### src/inc/wdw_pkg.sv
package wdw_pkg;
  // Bus geometry
  localparam int ADDR_W = 5;
  localparam int DATA_W = 32;
  localparam int CLK_PERIOD_NS = 8;

  // Register indices; byte address is four times the index
  localparam logic [2:0] IDX_CONTROL = 3'h0;
  localparam logic [2:0] IDX_STATUS = 3'h1;
  localparam logic [2:0] IDX_EVENT = 3'h2;
  localparam logic [2:0] IDX_MASK = 3'h3;
  localparam logic [2:0] IDX_UNLOCK = 3'h4;
  localparam int IDX_LSB = 2;

  // Field positions and reset values
  localparam int STATUS_LOCK_BIT = 7;
  localparam int STATUS_BUSY_BIT = 0;
  localparam logic [7:0] STATUS_RESET = 8'h00;
  localparam int WIN_MSB = 7;
  localparam int WIN_LSB = 4;
  localparam int PER_MSB = 3;
  localparam int PER_LSB = 0;

  // Interrupt events
  localparam int EV_W = 3;
  localparam int EV_TIMEOUT = 0;
  localparam int EV_EARLY = 1;
  localparam int EV_SYNCED = 2;

  // Unlock key value is arbitrary
  localparam logic [7:0] UNLOCK_KEY = 8'h5a;
  localparam int UNLOCK_SPAN = 4;

  // Counts
  localparam int SYNC_TICKS = 2;
  localparam logic [1:0] BOOT_WAIT = 2'h3;
  localparam logic [3:0] CODE_OFF = 4'h0;
  localparam logic [3:0] CODE_MAX = 4'hb;
  localparam int CODE_SHIFT = 2;
  localparam int CNT_W = 15;

  localparam logic [1:0] RESP_OKAY = 2'h0;
  localparam logic [1:0] RESP_SLVERR = 2'h2;

  typedef struct packed {
    logic awvalid;
    logic [ADDR_W-1:0] awaddr;
    logic wvalid;
    logic [DATA_W-1:0] wdata;
    logic [3:0] wstrb;
    logic bready;
    logic arvalid;
    logic [ADDR_W-1:0] araddr;
    logic rready;
  } wdw_axi_req_t;

  typedef struct packed {
    logic awready;
    logic wready;
    logic bvalid;
    logic [1:0] bresp;
    logic arready;
    logic rvalid;
    logic [DATA_W-1:0] rdata;
    logic [1:0] rresp;
  } wdw_axi_rsp_t;

  // Codes 1..11 give 2^(n+2) ticks; reserved codes give zero
  function automatic logic [CNT_W-1:0] code_cycles(input logic [3:0] code);
    if (code == CODE_OFF || code > CODE_MAX) begin
      return '0;
    end
    return CNT_W'(1) << (code + 4'(CODE_SHIFT));
  endfunction
endpackage

### src/verilog/wdw_sync.sv
`timescale 1ns/1ps
module wdw_sync #(
  parameter int WIDTH = 1
) (
  // Clock and reset
  input wire logic sys_clk,
  input wire logic rst,
  // Levels
  input wire logic [WIDTH-1:0] async_in,
  output logic [WIDTH-1:0] sync_out
);
  import wdw_pkg::*;

  typedef struct packed {
    logic [WIDTH-1:0] s1;
    logic [WIDTH-1:0] s2;
  } wdw_sync_st_t;

  wdw_sync_st_t st;
  wdw_sync_st_t next_st;

  if (WIDTH < 1) begin : g_chk
    $error("wdw_sync width must be at least one");
  end

  always_comb begin
    next_st = st;
    next_st.s1 = async_in;
    next_st.s2 = st.s1;
  end

  always_ff @(posedge sys_clk) begin
    if (rst) begin
      st <= '0;
    end else begin
      st <= next_st;
    end
  end

  assign sync_out = st.s2;
endmodule

### src/verilog/wdw_unlock.sv
`timescale 1ns/1ps
module wdw_unlock #(
  parameter int SPAN = wdw_pkg::UNLOCK_SPAN
) (
  // Clock and reset
  input wire logic sys_clk,
  input wire logic rst,
  // Write events
  input wire logic key_write,
  input wire logic bus_write,
  input wire logic consume,
  // Window state
  output logic unlock_open
);
  import wdw_pkg::*;

  localparam int LW = $clog2(SPAN + 1);

  typedef struct packed {
    logic [LW-1:0] left;
    logic open;
  } wdw_unlock_st_t;

  wdw_unlock_st_t st;
  wdw_unlock_st_t next_st;

  if (SPAN < 1 || SPAN > 15) begin : g_chk
    $error("wdw_unlock span out of range");
  end

  // Key opens a window of SPAN further writes; any protected write closes it
  always_comb begin
    next_st = st;
    if (key_write) begin
      next_st.left = LW'(SPAN);
    end else if (consume) begin
      next_st.left = '0;
    end else if (bus_write && st.left != '0) begin
      next_st.left = st.left - LW'(1);
    end
    next_st.open = (next_st.left != '0);
  end

  always_ff @(posedge sys_clk) begin
    if (rst) begin
      st <= '0;
    end else begin
      st <= next_st;
    end
  end

  assign unlock_open = st.open;
endmodule

### src/verilog/wdw_watchdog_top.sv
`timescale 1ns/1ps
// How it works
// - Upper nibble code 1 to 11 selects windowed mode
// - Code n (1 to 11) gives 2^(n+2) ticks; other codes give zero
// - Lower nibble code 1 to 11 enables, sets time-out
// - In window mode lower nibble sets open
// - Lock set makes control register read-only
// - Lock writable to one; zero only debug
// - Nonzero boot period sets lock automatically
// - Status register resets to all zeros
// - Busy rises after every accepted control write
// - Busy clears when transfer completes
// - Lock write needs preceding unlock sequence
// - Busy flag is read-only, unprotected
// - Software avoids control writes while busy
// - Protected write only within four after key
// - Missing restart before time-out resets system
// - Early restart in closed period resets
module wdw_watchdog_top (
  // Clock and reset
  input wire logic sys_clk,
  input wire logic rst,
  // Register bus
  input wire wdw_pkg::wdw_axi_req_t axi_req,
  output wdw_pkg::wdw_axi_rsp_t axi_rsp,
  // Pins
  input wire logic [7:0] boot_config_byte,
  input wire logic low_power_osc,
  input wire logic debug_mode,
  input wire logic watchdog_restart_instr,
  // Outputs
  output logic system_reset_req,
  output logic irq
);
  import wdw_pkg::*;

  typedef struct packed {
    wdw_axi_rsp_t rsp;
    logic aw_ok;
    logic w_ok;
    logic [ADDR_W-1:0] awaddr;
    logic [7:0] wdata;
    logic wstrb0;
    logic [7:0] control;
    logic lock;
    logic busy;
    logic [1:0] sync_cnt;
    logic [3:0] act_win;
    logic [3:0] act_per;
    logic armed;
    logic [CNT_W-1:0] cnt;
    logic osc_prev;
    logic [1:0] boot_wait;
    logic boot_done;
    logic [EV_W-1:0] ev;
    logic [EV_W-1:0] mask;
    logic irq;
    logic rst_req;
  } wdw_state_t;

  wdw_state_t st;
  wdw_state_t next_st;

  logic [9:0] sync_out;
  logic osc_s;
  logic debug_s;
  logic [7:0] boot_s;
  logic unlock_open;
  logic wr_fire;
  logic wsel;
  logic [2:0] widx;
  logic key_wr;
  logic consume;
  logic ctrl_accept;
  logic tick;
  logic run;
  logic early;
  logic timeout;
  logic [CNT_W-1:0] closed_len;
  logic [CNT_W-1:0] open_len;
  logic [CNT_W-1:0] total_len;

  function automatic logic [DATA_W-1:0] read_word(input wdw_state_t s, input logic [2:0] idx);
    logic [7:0] v;
    v = 8'h00;
    case (idx)
      IDX_CONTROL: v = s.control;
      IDX_STATUS: begin
        v[STATUS_LOCK_BIT] = s.lock;
        v[STATUS_BUSY_BIT] = s.busy;
      end
      IDX_EVENT: v[EV_W-1:0] = s.ev;
      IDX_MASK: v[EV_W-1:0] = s.mask;
      default: v = 8'h00;
    endcase
    return {24'h000000, v};
  endfunction

  function automatic logic mapped(input logic [2:0] idx);
    return idx <= IDX_UNLOCK;
  endfunction

  // Oscillator, debug and strap are foreign to this clock
  wdw_sync #(
    .WIDTH(10)
  ) u_sync (
    .sys_clk(sys_clk),
    .rst(rst),
    .async_in({boot_config_byte, debug_mode, low_power_osc}),
    .sync_out(sync_out)
  );

  assign osc_s = sync_out[0];
  assign debug_s = sync_out[1];
  assign boot_s = sync_out[9:2];

  wdw_unlock #(
    .SPAN(UNLOCK_SPAN)
  ) u_unlock (
    .sys_clk(sys_clk),
    .rst(rst),
    .key_write(key_wr),
    .bus_write(wr_fire),
    .consume(consume),
    .unlock_open(unlock_open)
  );

  assign widx = st.awaddr[IDX_LSB+2:IDX_LSB];
  assign wr_fire = st.aw_ok && st.w_ok && !st.rsp.bvalid;
  assign wsel = wr_fire && st.wstrb0 && st.boot_done;
  assign key_wr = wsel && widx == IDX_UNLOCK && st.wdata == UNLOCK_KEY;
  assign consume = wsel && (widx == IDX_CONTROL || widx == IDX_STATUS);
  // Refused when locked, busy, or not unlocked
  assign ctrl_accept = wsel && widx == IDX_CONTROL && unlock_open && !st.lock && !st.busy;
  assign tick = osc_s && !st.osc_prev;

  // Window only counts once armed by a restart
  assign closed_len = st.armed ? code_cycles(st.act_win) : '0;
  assign open_len = code_cycles(st.act_per);
  assign total_len = closed_len + open_len;
  assign run = open_len != '0 && !debug_s && !st.rst_req;
  assign early = run && watchdog_restart_instr && st.armed && st.cnt < closed_len;
  assign timeout = run && !watchdog_restart_instr && tick && CNT_W'(st.cnt + 1'b1) >= total_len;

  always_comb begin
    next_st = st;
    next_st.osc_prev = osc_s;
    if (axi_req.awvalid && st.rsp.awready) begin
      next_st.aw_ok = 1'b1;
      next_st.awaddr = axi_req.awaddr;
    end
    if (axi_req.wvalid && st.rsp.wready) begin
      next_st.w_ok = 1'b1;
      next_st.wdata = axi_req.wdata[7:0];
      next_st.wstrb0 = axi_req.wstrb[0];
    end
    if (st.rsp.bvalid && axi_req.bready) begin
      next_st.rsp.bvalid = 1'b0;
    end
    if (wr_fire) begin
      next_st.aw_ok = 1'b0;
      next_st.w_ok = 1'b0;
      next_st.rsp.bvalid = 1'b1;
      next_st.rsp.bresp = mapped(widx) ? RESP_OKAY : RESP_SLVERR;
    end
    // Strap is caught after release, once through the synchroniser
    if (!st.boot_done) begin
      next_st.boot_wait = st.boot_wait + 2'h1;
      if (st.boot_wait == BOOT_WAIT) begin
        next_st.boot_done = 1'b1;
        next_st.control = boot_s;
        next_st.act_win = boot_s[WIN_MSB:WIN_LSB];
        next_st.act_per = boot_s[PER_MSB:PER_LSB];
        next_st.lock = boot_s[PER_MSB:PER_LSB] != CODE_OFF;
      end
    end
    if (ctrl_accept) begin
      next_st.control = st.wdata;
      next_st.busy = 1'b1;
      next_st.sync_cnt = 2'h0;
    end
    // Lock write needs the key; zero only takes in debug
    if (wsel && widx == IDX_STATUS && unlock_open) begin
      if (st.wdata[STATUS_LOCK_BIT]) begin
        next_st.lock = 1'b1;
      end else if (debug_s) begin
        next_st.lock = 1'b0;
      end
    end
    if (wsel && widx == IDX_MASK) begin
      next_st.mask = st.wdata[EV_W-1:0];
    end
    if (wsel && widx == IDX_EVENT) begin
      next_st.ev = st.ev & ~st.wdata[EV_W-1:0];
    end
    // Two oscillator ticks stand in for the slow-domain transfer
    if (st.busy && tick) begin
      if (st.sync_cnt == 2'(SYNC_TICKS - 1)) begin
        next_st.busy = 1'b0;
        next_st.act_win = st.control[WIN_MSB:WIN_LSB];
        next_st.act_per = st.control[PER_MSB:PER_LSB];
        next_st.cnt = '0;
        next_st.armed = 1'b0;
        next_st.ev[EV_SYNCED] = 1'b1;
      end else begin
        next_st.sync_cnt = st.sync_cnt + 2'h1;
      end
    end
    // Debug halt clears the count; first period after is plain
    if (debug_s) begin
      next_st.cnt = '0;
      next_st.armed = 1'b0;
    end else if (early) begin
      next_st.rst_req = 1'b1;
      next_st.ev[EV_EARLY] = 1'b1;
    end else if (run && watchdog_restart_instr) begin
      next_st.cnt = '0;
      next_st.armed = st.act_win != CODE_OFF;
    end else if (timeout) begin
      next_st.rst_req = 1'b1;
      next_st.ev[EV_TIMEOUT] = 1'b1;
    end else if (run && tick) begin
      next_st.cnt = st.cnt + CNT_W'(1);
    end
    if (st.rsp.rvalid && axi_req.rready) begin
      next_st.rsp.rvalid = 1'b0;
    end
    if (axi_req.arvalid && st.rsp.arready) begin
      next_st.rsp.rvalid = 1'b1;
      next_st.rsp.rdata = read_word(st, axi_req.araddr[IDX_LSB+2:IDX_LSB]);
      next_st.rsp.rresp = mapped(axi_req.araddr[IDX_LSB+2:IDX_LSB]) ? RESP_OKAY : RESP_SLVERR;
    end
    next_st.rsp.awready = !next_st.aw_ok && !next_st.rsp.bvalid && next_st.boot_done;
    next_st.rsp.wready = !next_st.w_ok && !next_st.rsp.bvalid && next_st.boot_done;
    next_st.rsp.arready = !next_st.rsp.rvalid;
    next_st.irq = |(next_st.ev & next_st.mask);
  end

  // Status and all control state clear to zero
  always_ff @(posedge sys_clk) begin
    if (rst) begin
      st <= '0;
    end else begin
      st <= next_st;
    end
  end

  assign axi_rsp = st.rsp;
  assign system_reset_req = st.rst_req;
  assign irq = st.irq;
endmodule

### config.mk
export PLATFORM = sky130hd
export DESIGN_NAME = wdw_watchdog_top
export DESIGN_NICKNAME = d
export VERILOG_FILES = /design/src/inc/wdw_pkg.sv /design/src/verilog/wdw_sync.sv /design/src/verilog/wdw_unlock.sv /design/src/verilog/wdw_watchdog_top.sv
export SDC_FILE = /design/constraint.sdc
export NUM_CORES = 1
export LEC_CHECK = 0
export ABC_AREA = 0
export BUFFER_PORTS_ARGS = -buffer_cell sky130_fd_sc_hd__buf_2
export CORE_AREA = 2 2 125 97
export CTS_BUF_LIST = sky130_fd_sc_hd__clkbuf_4
export DETAILED_ROUTE_END_ITERATION = 8
export DIE_AREA = 0 0 127 99
export GPL_TIMING_DRIVEN = 1
export HOLD_SLACK_MARGIN = 0.15
export PLACE_DENSITY = 0.8
export SYNTH_ARGS = -nofsm -noshare
export SYNTH_HDL_FRONTEND = slang
export SYNTH_SLANG_ARGS = --single-unit
### constraint.sdc
create_clock -name sys_clk -period 7.56 [get_ports sys_clk]
set_input_delay 1.512 -clock sys_clk [delete_from_list [all_inputs] [get_ports sys_clk]]
set_output_delay 1.512 -clock sys_clk [all_outputs]
set_load 0.05 [all_outputs]
# ---- Word-level counts from Yosys, hierarchy flattened
# Index checks and enable logic that the tools add are counted.
dict set report op_classes {
  eq_ne 12
  muxes 55
  n_reduce_logical 65
  bitwise_logic 4
  n_addsub 7
  magnitude_cmp 6
  shifts 2
}
# op n
set ops {}
lappend ops {{two-way mux 15 bit} 8}
lappend ops {{logical AND 1 bit} 36}
lappend ops {{two-way mux 35 bit} 1}
lappend ops {{<< shifter 1 x 4 -> 15 bit, first input constant} 2}
lappend ops {{two-way mux 27 bit} 1}
lappend ops {{two-way mux 24 bit} 1}
lappend ops {{two-way mux 8 bit} 3}
lappend ops {{two-way mux 1 bit} 22}
lappend ops {{two-way mux 3 bit} 7}
lappend ops {{two-way mux 9 bit} 2}
lappend ops {{two-way mux 16 bit} 1}
lappend ops {{adder 15 x 1 -> 15 bit, second input constant} 1}
lappend ops {{adder 15 bit} 1}
lappend ops {{>= comparator 15 bit} 1}
lappend ops {{< comparator 15 bit} 1}
lappend ops {{nonzero test 15 bit} 1}
lappend ops {{equality test 3 x 2 -> 1 bit, second input constant} 4}
lappend ops {{logical NOT 1 bit} 11}
lappend ops {{two-way mux 2 bit} 5}
lappend ops {{adder 4 x 2 -> 4 bit, second input constant} 2}
lappend ops {{equality test 8 x 7 -> 1 bit, second input constant} 1}
lappend ops {{> comparator 4 bit, second input constant} 2}
lappend ops {{logical NOT 4 bit} 2}
lappend ops {{nonzero test 4 bit} 2}
lappend ops {{24 further kinds} 33}
dict set report word_totals {
  input_bits 64
  regBits 105
}

# ---- Logic depth before layout (Yosys ltp)
dict set report depth {
  word_depth 16
  depth_mapped 21
  ltp_nobuf 20
}

# ---- By module
# From an unflattened synthesis, not the netlist that was laid out.
dict set report hier_totals {
  hier_cells 771
  area_unflattened_um2 6289.8
}
# module instances area_per_inst_um2 seq_area_each_um2 cells_per_inst
set by_module_without_submodules {}
lappend by_module_without_submodules {wdw_watchdog_top 1 5466.5 1541.5 706}
lappend by_module_without_submodules {wdw_sync 1 618.1 400.4 42}
lappend by_module_without_submodules {wdw_unlock 1 205.2 80.1 23}

# ---- Least setup slack after synthesis
# Ideal clock, no wire load.
dict set report synth_path {
  path_type {register to register}
  startpoint {reg st[30] (netlist name)}
  endpoint {reg st[12] (netlist name)}
  arrival_time_ps 4358
  path_stages_with_launch 21
  synth_period_minus_slack_ps 4479
  required_time_ps 7439
  setup_ps 121
  path_slack_ps 3081
  cell_sequence {dfxtp_1 -> ha_1 -> and3b_1 -> o21ai_0 -> or2_2 -> inv_1 -> ha_1 -> a211o_1 -> a2111oi_2 -> o311ai_0 -> a31o_2 -> a21oi_1 -> xor2_1 -> ha_1 -> nand4_1 -> nor2_1 -> o2111ai_1 -> and4b_4 -> and3_4 -> buf_6 -> mux2_2}
}
dict set report synth_via {
  elab_chain_len 13
}
# element line_no
set synth_lines {}
lappend synth_lines {{start: declaration} wdw_watchdog_top.sv:61} ;# wdw_state_t st;
lappend synth_lines {{start signal: assignment} wdw_watchdog_top.sv:244} ;# st <= next_st;
lappend synth_lines {{> comparator 4 bit or logical NOT 4 bit (tied branches)} wdw_pkg.sv:70} ;# if (code == CODE_OFF || code > CODE_MAX) begin
lappend synth_lines {{logical OR 1 bit} wdw_pkg.sv:70}
lappend synth_lines {{two-way mux 1 bit} wdw_pkg.sv:70}
lappend synth_lines {{two-way mux 15 bit (*)} wdw_pkg.sv:73} ;# return CNT_W'(1) << (code + 4'(CODE_SHIFT));
lappend synth_lines {{parallel branches: the longest is 8 deep, another holds adder 15 bit} --}
lappend synth_lines {{two-way mux 16 bit (*)} wdw_watchdog_top.sv:213} ;# end else if (early) begin
# Every way passes the cells marked *.
# A chain may end at the register's enable or synchronous reset.

# ---- Worst setup path in the final report
dict set report layout_path {
  startpoint {reg st[29] (netlist name)}
  endpoint {reg st[12] (netlist name)}
}
# The elaborated chain is that of the path after synthesis.

==> results by stage <==
Power:
- Cell internal power was estimated by the tool at approximately 0.65 mW.
- The relative contribution of the clock network to total power is between 20% and 30%.
- The leakage power total is 2.725 nW.
- Sequential cells account for between 50% and 60% of the total power.
- The fraction of power spent switching nets is between 30% and 40%.
- The fraction of power consumed by combinational cells is a little over a tenth.
- The power density relative to cell area is ~150 nW/um^2.
- VDD sags by at most between 0.1 and 0.15 mV.
- Summed over all nets, the switching power comes to approximately 0.3 mW.

Layout:
- The number of antenna diodes in the final layout is 0.
- The leading cell type in the layout, fill and taps excluded is dfxtp_1.
- The net count reported at finish is about 860.
- The area added between synthesis and finish is 3.788%.
- The core occupancy in the finished layout is approximately 56%.
- Leaving out fill and tap cells, the most frequent cells in the layout are dfxtp_1 (101), nor2_1 (69), a21oi_1 (59).
- The post-route netlist has between 10 and 15% of its cells at a drive strength greater than 1.
- The total non-filler cell area in the finished layout is 6307 um^2.

Worst setup path:
- The setup path with the least slack is of type reg2reg.
- The arrival time reported for the critical path endpoint is ~5.7 ns.
- At the worst endpoint, the required time is around 8.0 ns.
- The type of element capturing the critical path is a flop.
- STA classifies the critical path startpoint as a flop.
- The largest fanout of any net on the critical path is 11.

Synth:
- The share of synthesized area in the top cell type comes to 33.27%.
- The number of instances in the synthesized netlist is 727.
- Among all flip-flop cells after synthesis, the most frequent one is dfxtp_1.
- After synthesis, the cell types taking the most area are dfxtp_1 (33%), ha_1 (10%), buf_4 (5.1%).
- In this run the mean area of a mapped cell was between 8 and 9 um^2.
- The share of synthesized flip-flops with an asynchronous set or reset is 0%.
- The synthesis warning total is 0.
- The share of the yosys chip area belonging to registers is 33.27%.
- Summing every instance area after synthesis gives slightly above 6000 um^2.
- The number of flip-flops and latches in the synthesized netlist is roughly 100.
- The count of different cell masters after synthesis is 70.
- The number of synthesized flops with an enable pin is 0.
- The synthesized design spends more area on one cell type than any other, namely dfxtp_1.

Global route:
- The initial antenna violation count is 1.
- The total congestion overflow after global routing is 0.
- The first global-routing pass estimated 22.99 mm of wire.
- The pin count of the biggest net entering global routing is between 80 and 90.
- The global-route total usage across every layer is around 23%.
- The number of global-route vias before repair is 4,765.

Floorplan:
- Pin placement for this block handled about 110 I/O pins.
- The starting utilization of the core area is 53.70%.
- The height of the die is 99 um.
- The floorplan has 34 rows.
- The area of the die is 12,570 um^2.
- The total area inside the core boundary comes to 11,320 um^2.
- The die is roughly 130 um wide.

Detailed routing:
- In the final routed layout, each cell accounts on average for about 16 um.
- The detailed router finished its first iteration with roughly 450 violations.
- The number of vias in the routed layout is 5,162.
- The antenna violation net count after detailed routing is 0.
- After detailed routing, the total wire length is between 10 and 15 mm.
- After detailed routing, the number of vias per cell comes to 5.787.
- The post-route DRC violation count is 0.
- The total iterations of the first detailed-routing run is 5.

Timing:
- Setup repair after global routing left no endpoint under its margin.
- Setup violations remaining at the end of the flow were counted as 0.
- The number of max-slew violations in the final report was 0.
- Subtracting the final worst setup slack from the clock period gives between 5 and 6 ns.
- The number of failing hold endpoints at the final stage is 0.
- The clock skew after layout is around 0.023 ns.
- In the finished design, the share of the clock period the worst path needs comes to between 60 and 70%.
- The worst pin sits at a relative slew slack of a little under two fifths.
- The highest clock rate is about 190 MHz.
- The final total negative setup slack is 0 ns.
- The slew at the pin with the worst max-slew slack is slightly above 0.9 ns.

Clocking:
- The clock-pin slew on the worst setup and hold paths is about 0.17 ns.
- The hold buffer count at cts is 0.
- The number of buffers created by CTS is 9.
- Once the clock tree was built, the setup fixing pass inserted 0 buffers.
- The tree is rooted in a clkbuf_4.
- The number of clock sinks seen by CTS is between 100 and 150.
- No sink is reached through more buffers than the 2 on the longest clock path.
- The depth of the CTS H-tree is 3.
- Once the clock tree was built, the resizer swapped 0 gates to a different size.
- At the later pin of the worst-skew pair, clock insertion delay measures around 0.47 ns.
- The TritonCTS clock tree is done.

Placed design:
- At the end of routability-driven placement, the weighted congestion stood at 0.9467.
- The number of buffers inserted by port buffering is 49.
- The placed instances occupy a cell area of a little over 6000 um^2.
- After legalization and detailed placement, the total HPWL measured between 10 and 15 mm.

Worst hold path:
- The class of the tightest hold or removal check is reg2reg.

Run:
- The tool flagged a number of max-cap violations equal to 0.

Run status:
- The run finished with clean final reports.
[path summary, 6_finish.rpt]
check,slack [ns],depth (start not counted),from,to
max,2.31,19,st[29],st[12]
min,0.46,1,u_sync.next_st[7],u_sync.sync_out[7]
max reg2reg,2.31,19,st[29],st[12]
min reg2reg,0.46,1,u_sync.next_st[7],u_sync.sync_out[7]
[power by group through the flow]
stage          Combinational [mW]  Clock (mW)  Sequential (mW)
3_5_place_dp                0.102           0            0.572
3_3_place_gp               0.0995           0            0.571
4_1_cts                     0.103       0.288            0.561
2_1_floorplan              0.0980           0            0.567
6_report                    0.103       0.284            0.561
5_1_grt                     0.113       0.308            0.563
[metal layers]
layer / GRT usage (%) / vias to the layer above / part of all wire [%]
met5: 0 / - / 0.092
met4: 6.255 / 2 / 1.5
met3: 5.049 / 26 / 7.6
met2: 35.03 / 193 / 44
met1: 32.28 / 2382 / 47
li1: - / 2559 / -
[stage by stage]
| stage | worst slack, ns | hold WS [ns] | power, mW | std cells |
|---|---|---|---|---|
| final | 2.306 | 0.4552 | 0.9486 | 892 |
| after global routing | 1.852 | 0.4704 | 0.9839 | 892 |
| after CTS | 2.338 | 0.4564 | 0.9515 | 892 |
| after detailed placement | 2.367 | 0.4231 | 0.6745 | 876 |
| after global placement | 2.509 | 0.4262 | 0.6704 | 876 |
| after floorplan | 3.081 | 0.4138 | 0.6652 | 752 |
[state kept, by name (all words and copies together) (netlist names)]
register              flops
st                       60
u_unlock.unlock_open      1
u_sync.sync_out          10
irq                       1
u_sync.next_st           10
system_reset_req          1
axi_rsp                  15
u_unlock.st               3
[Yosys cell counts (4+ instances only)]
| cell type | instances |
|---|---|
| nand3b_1 | 5 |
| clkbuf_1 | 21 |
| inv_1 | 29 |
| o21a_1 | 6 |
| nand3_1 | 24 |
| and2_1 | 12 |
| a22oi_1 | 7 |
| nor2_1 | 69 |
| nand4_1 | 12 |
| or2_2 | 4 |
| a22o_1 | 9 |
| nand2_1 | 58 |
| nand2b_1 | 15 |
| xnor2_1 | 17 |
| dfxtp_1 | 101 |
| nor2b_1 | 28 |
| a211oi_1 | 19 |
| nor4_1 | 9 |
| xor2_1 | 12 |
| ha_1 | 49 |
| a21oi_1 | 59 |
| o21ai_0 | 17 |
| nor3_1 | 18 |
| mux2i_1 | 7 |
| o221ai_1 | 5 |
| buf_4 | 41 |
| a21o_1 | 8 |
[logic make-up (layout without fill, tap and decap cells)]
logic type	Yosys count	count (layout)	share of synthesized area [%]
compound gates	162	162	18.12
buf+inv	99	95	8.977
fa+ha+maj	50	50	10.42
flops	101	101	33.27
xor+xnor	29	29	4.179
mux	9	9	1.709
simple gates	276	276	23.27
other cells	1	26	0.06171
[worst max-delay path, cell delays in order (launching register included)]
cell and delay [ns]:
dfxtp_1 0.58, ha_1 0.31, and3b_1 0.22, o21ai_0 0.16, or2_2 0.36, inv_1 0.07
ha_1 0.24, a211o_1 0.29, a2111oi_2 0.44, o311ai_0 0.28, a31o_2 0.29, a21oi_1 0.19
xor2_1 0.11, ha_1 0.30, nand4_1 0.10, nor2_1 0.24, o2111ai_1 0.21, and4b_4 0.29
and3_4 0.23, mux2_2 0.26
[cell type report]
cell class / instances / area (um^2)
repair buffers: 50 / 252.7
clock buffers: 9 / 67.56
well taps: 144 / 180.2
clock inverters: 7 / 72.57
fillers: 1024 / 5009
inverters: 29 / 108.9
multi-input cells: 552 / 3603
flip-flops and latches: 101 / 2022
Note: power is estimated with default switching activity, not from simulation.
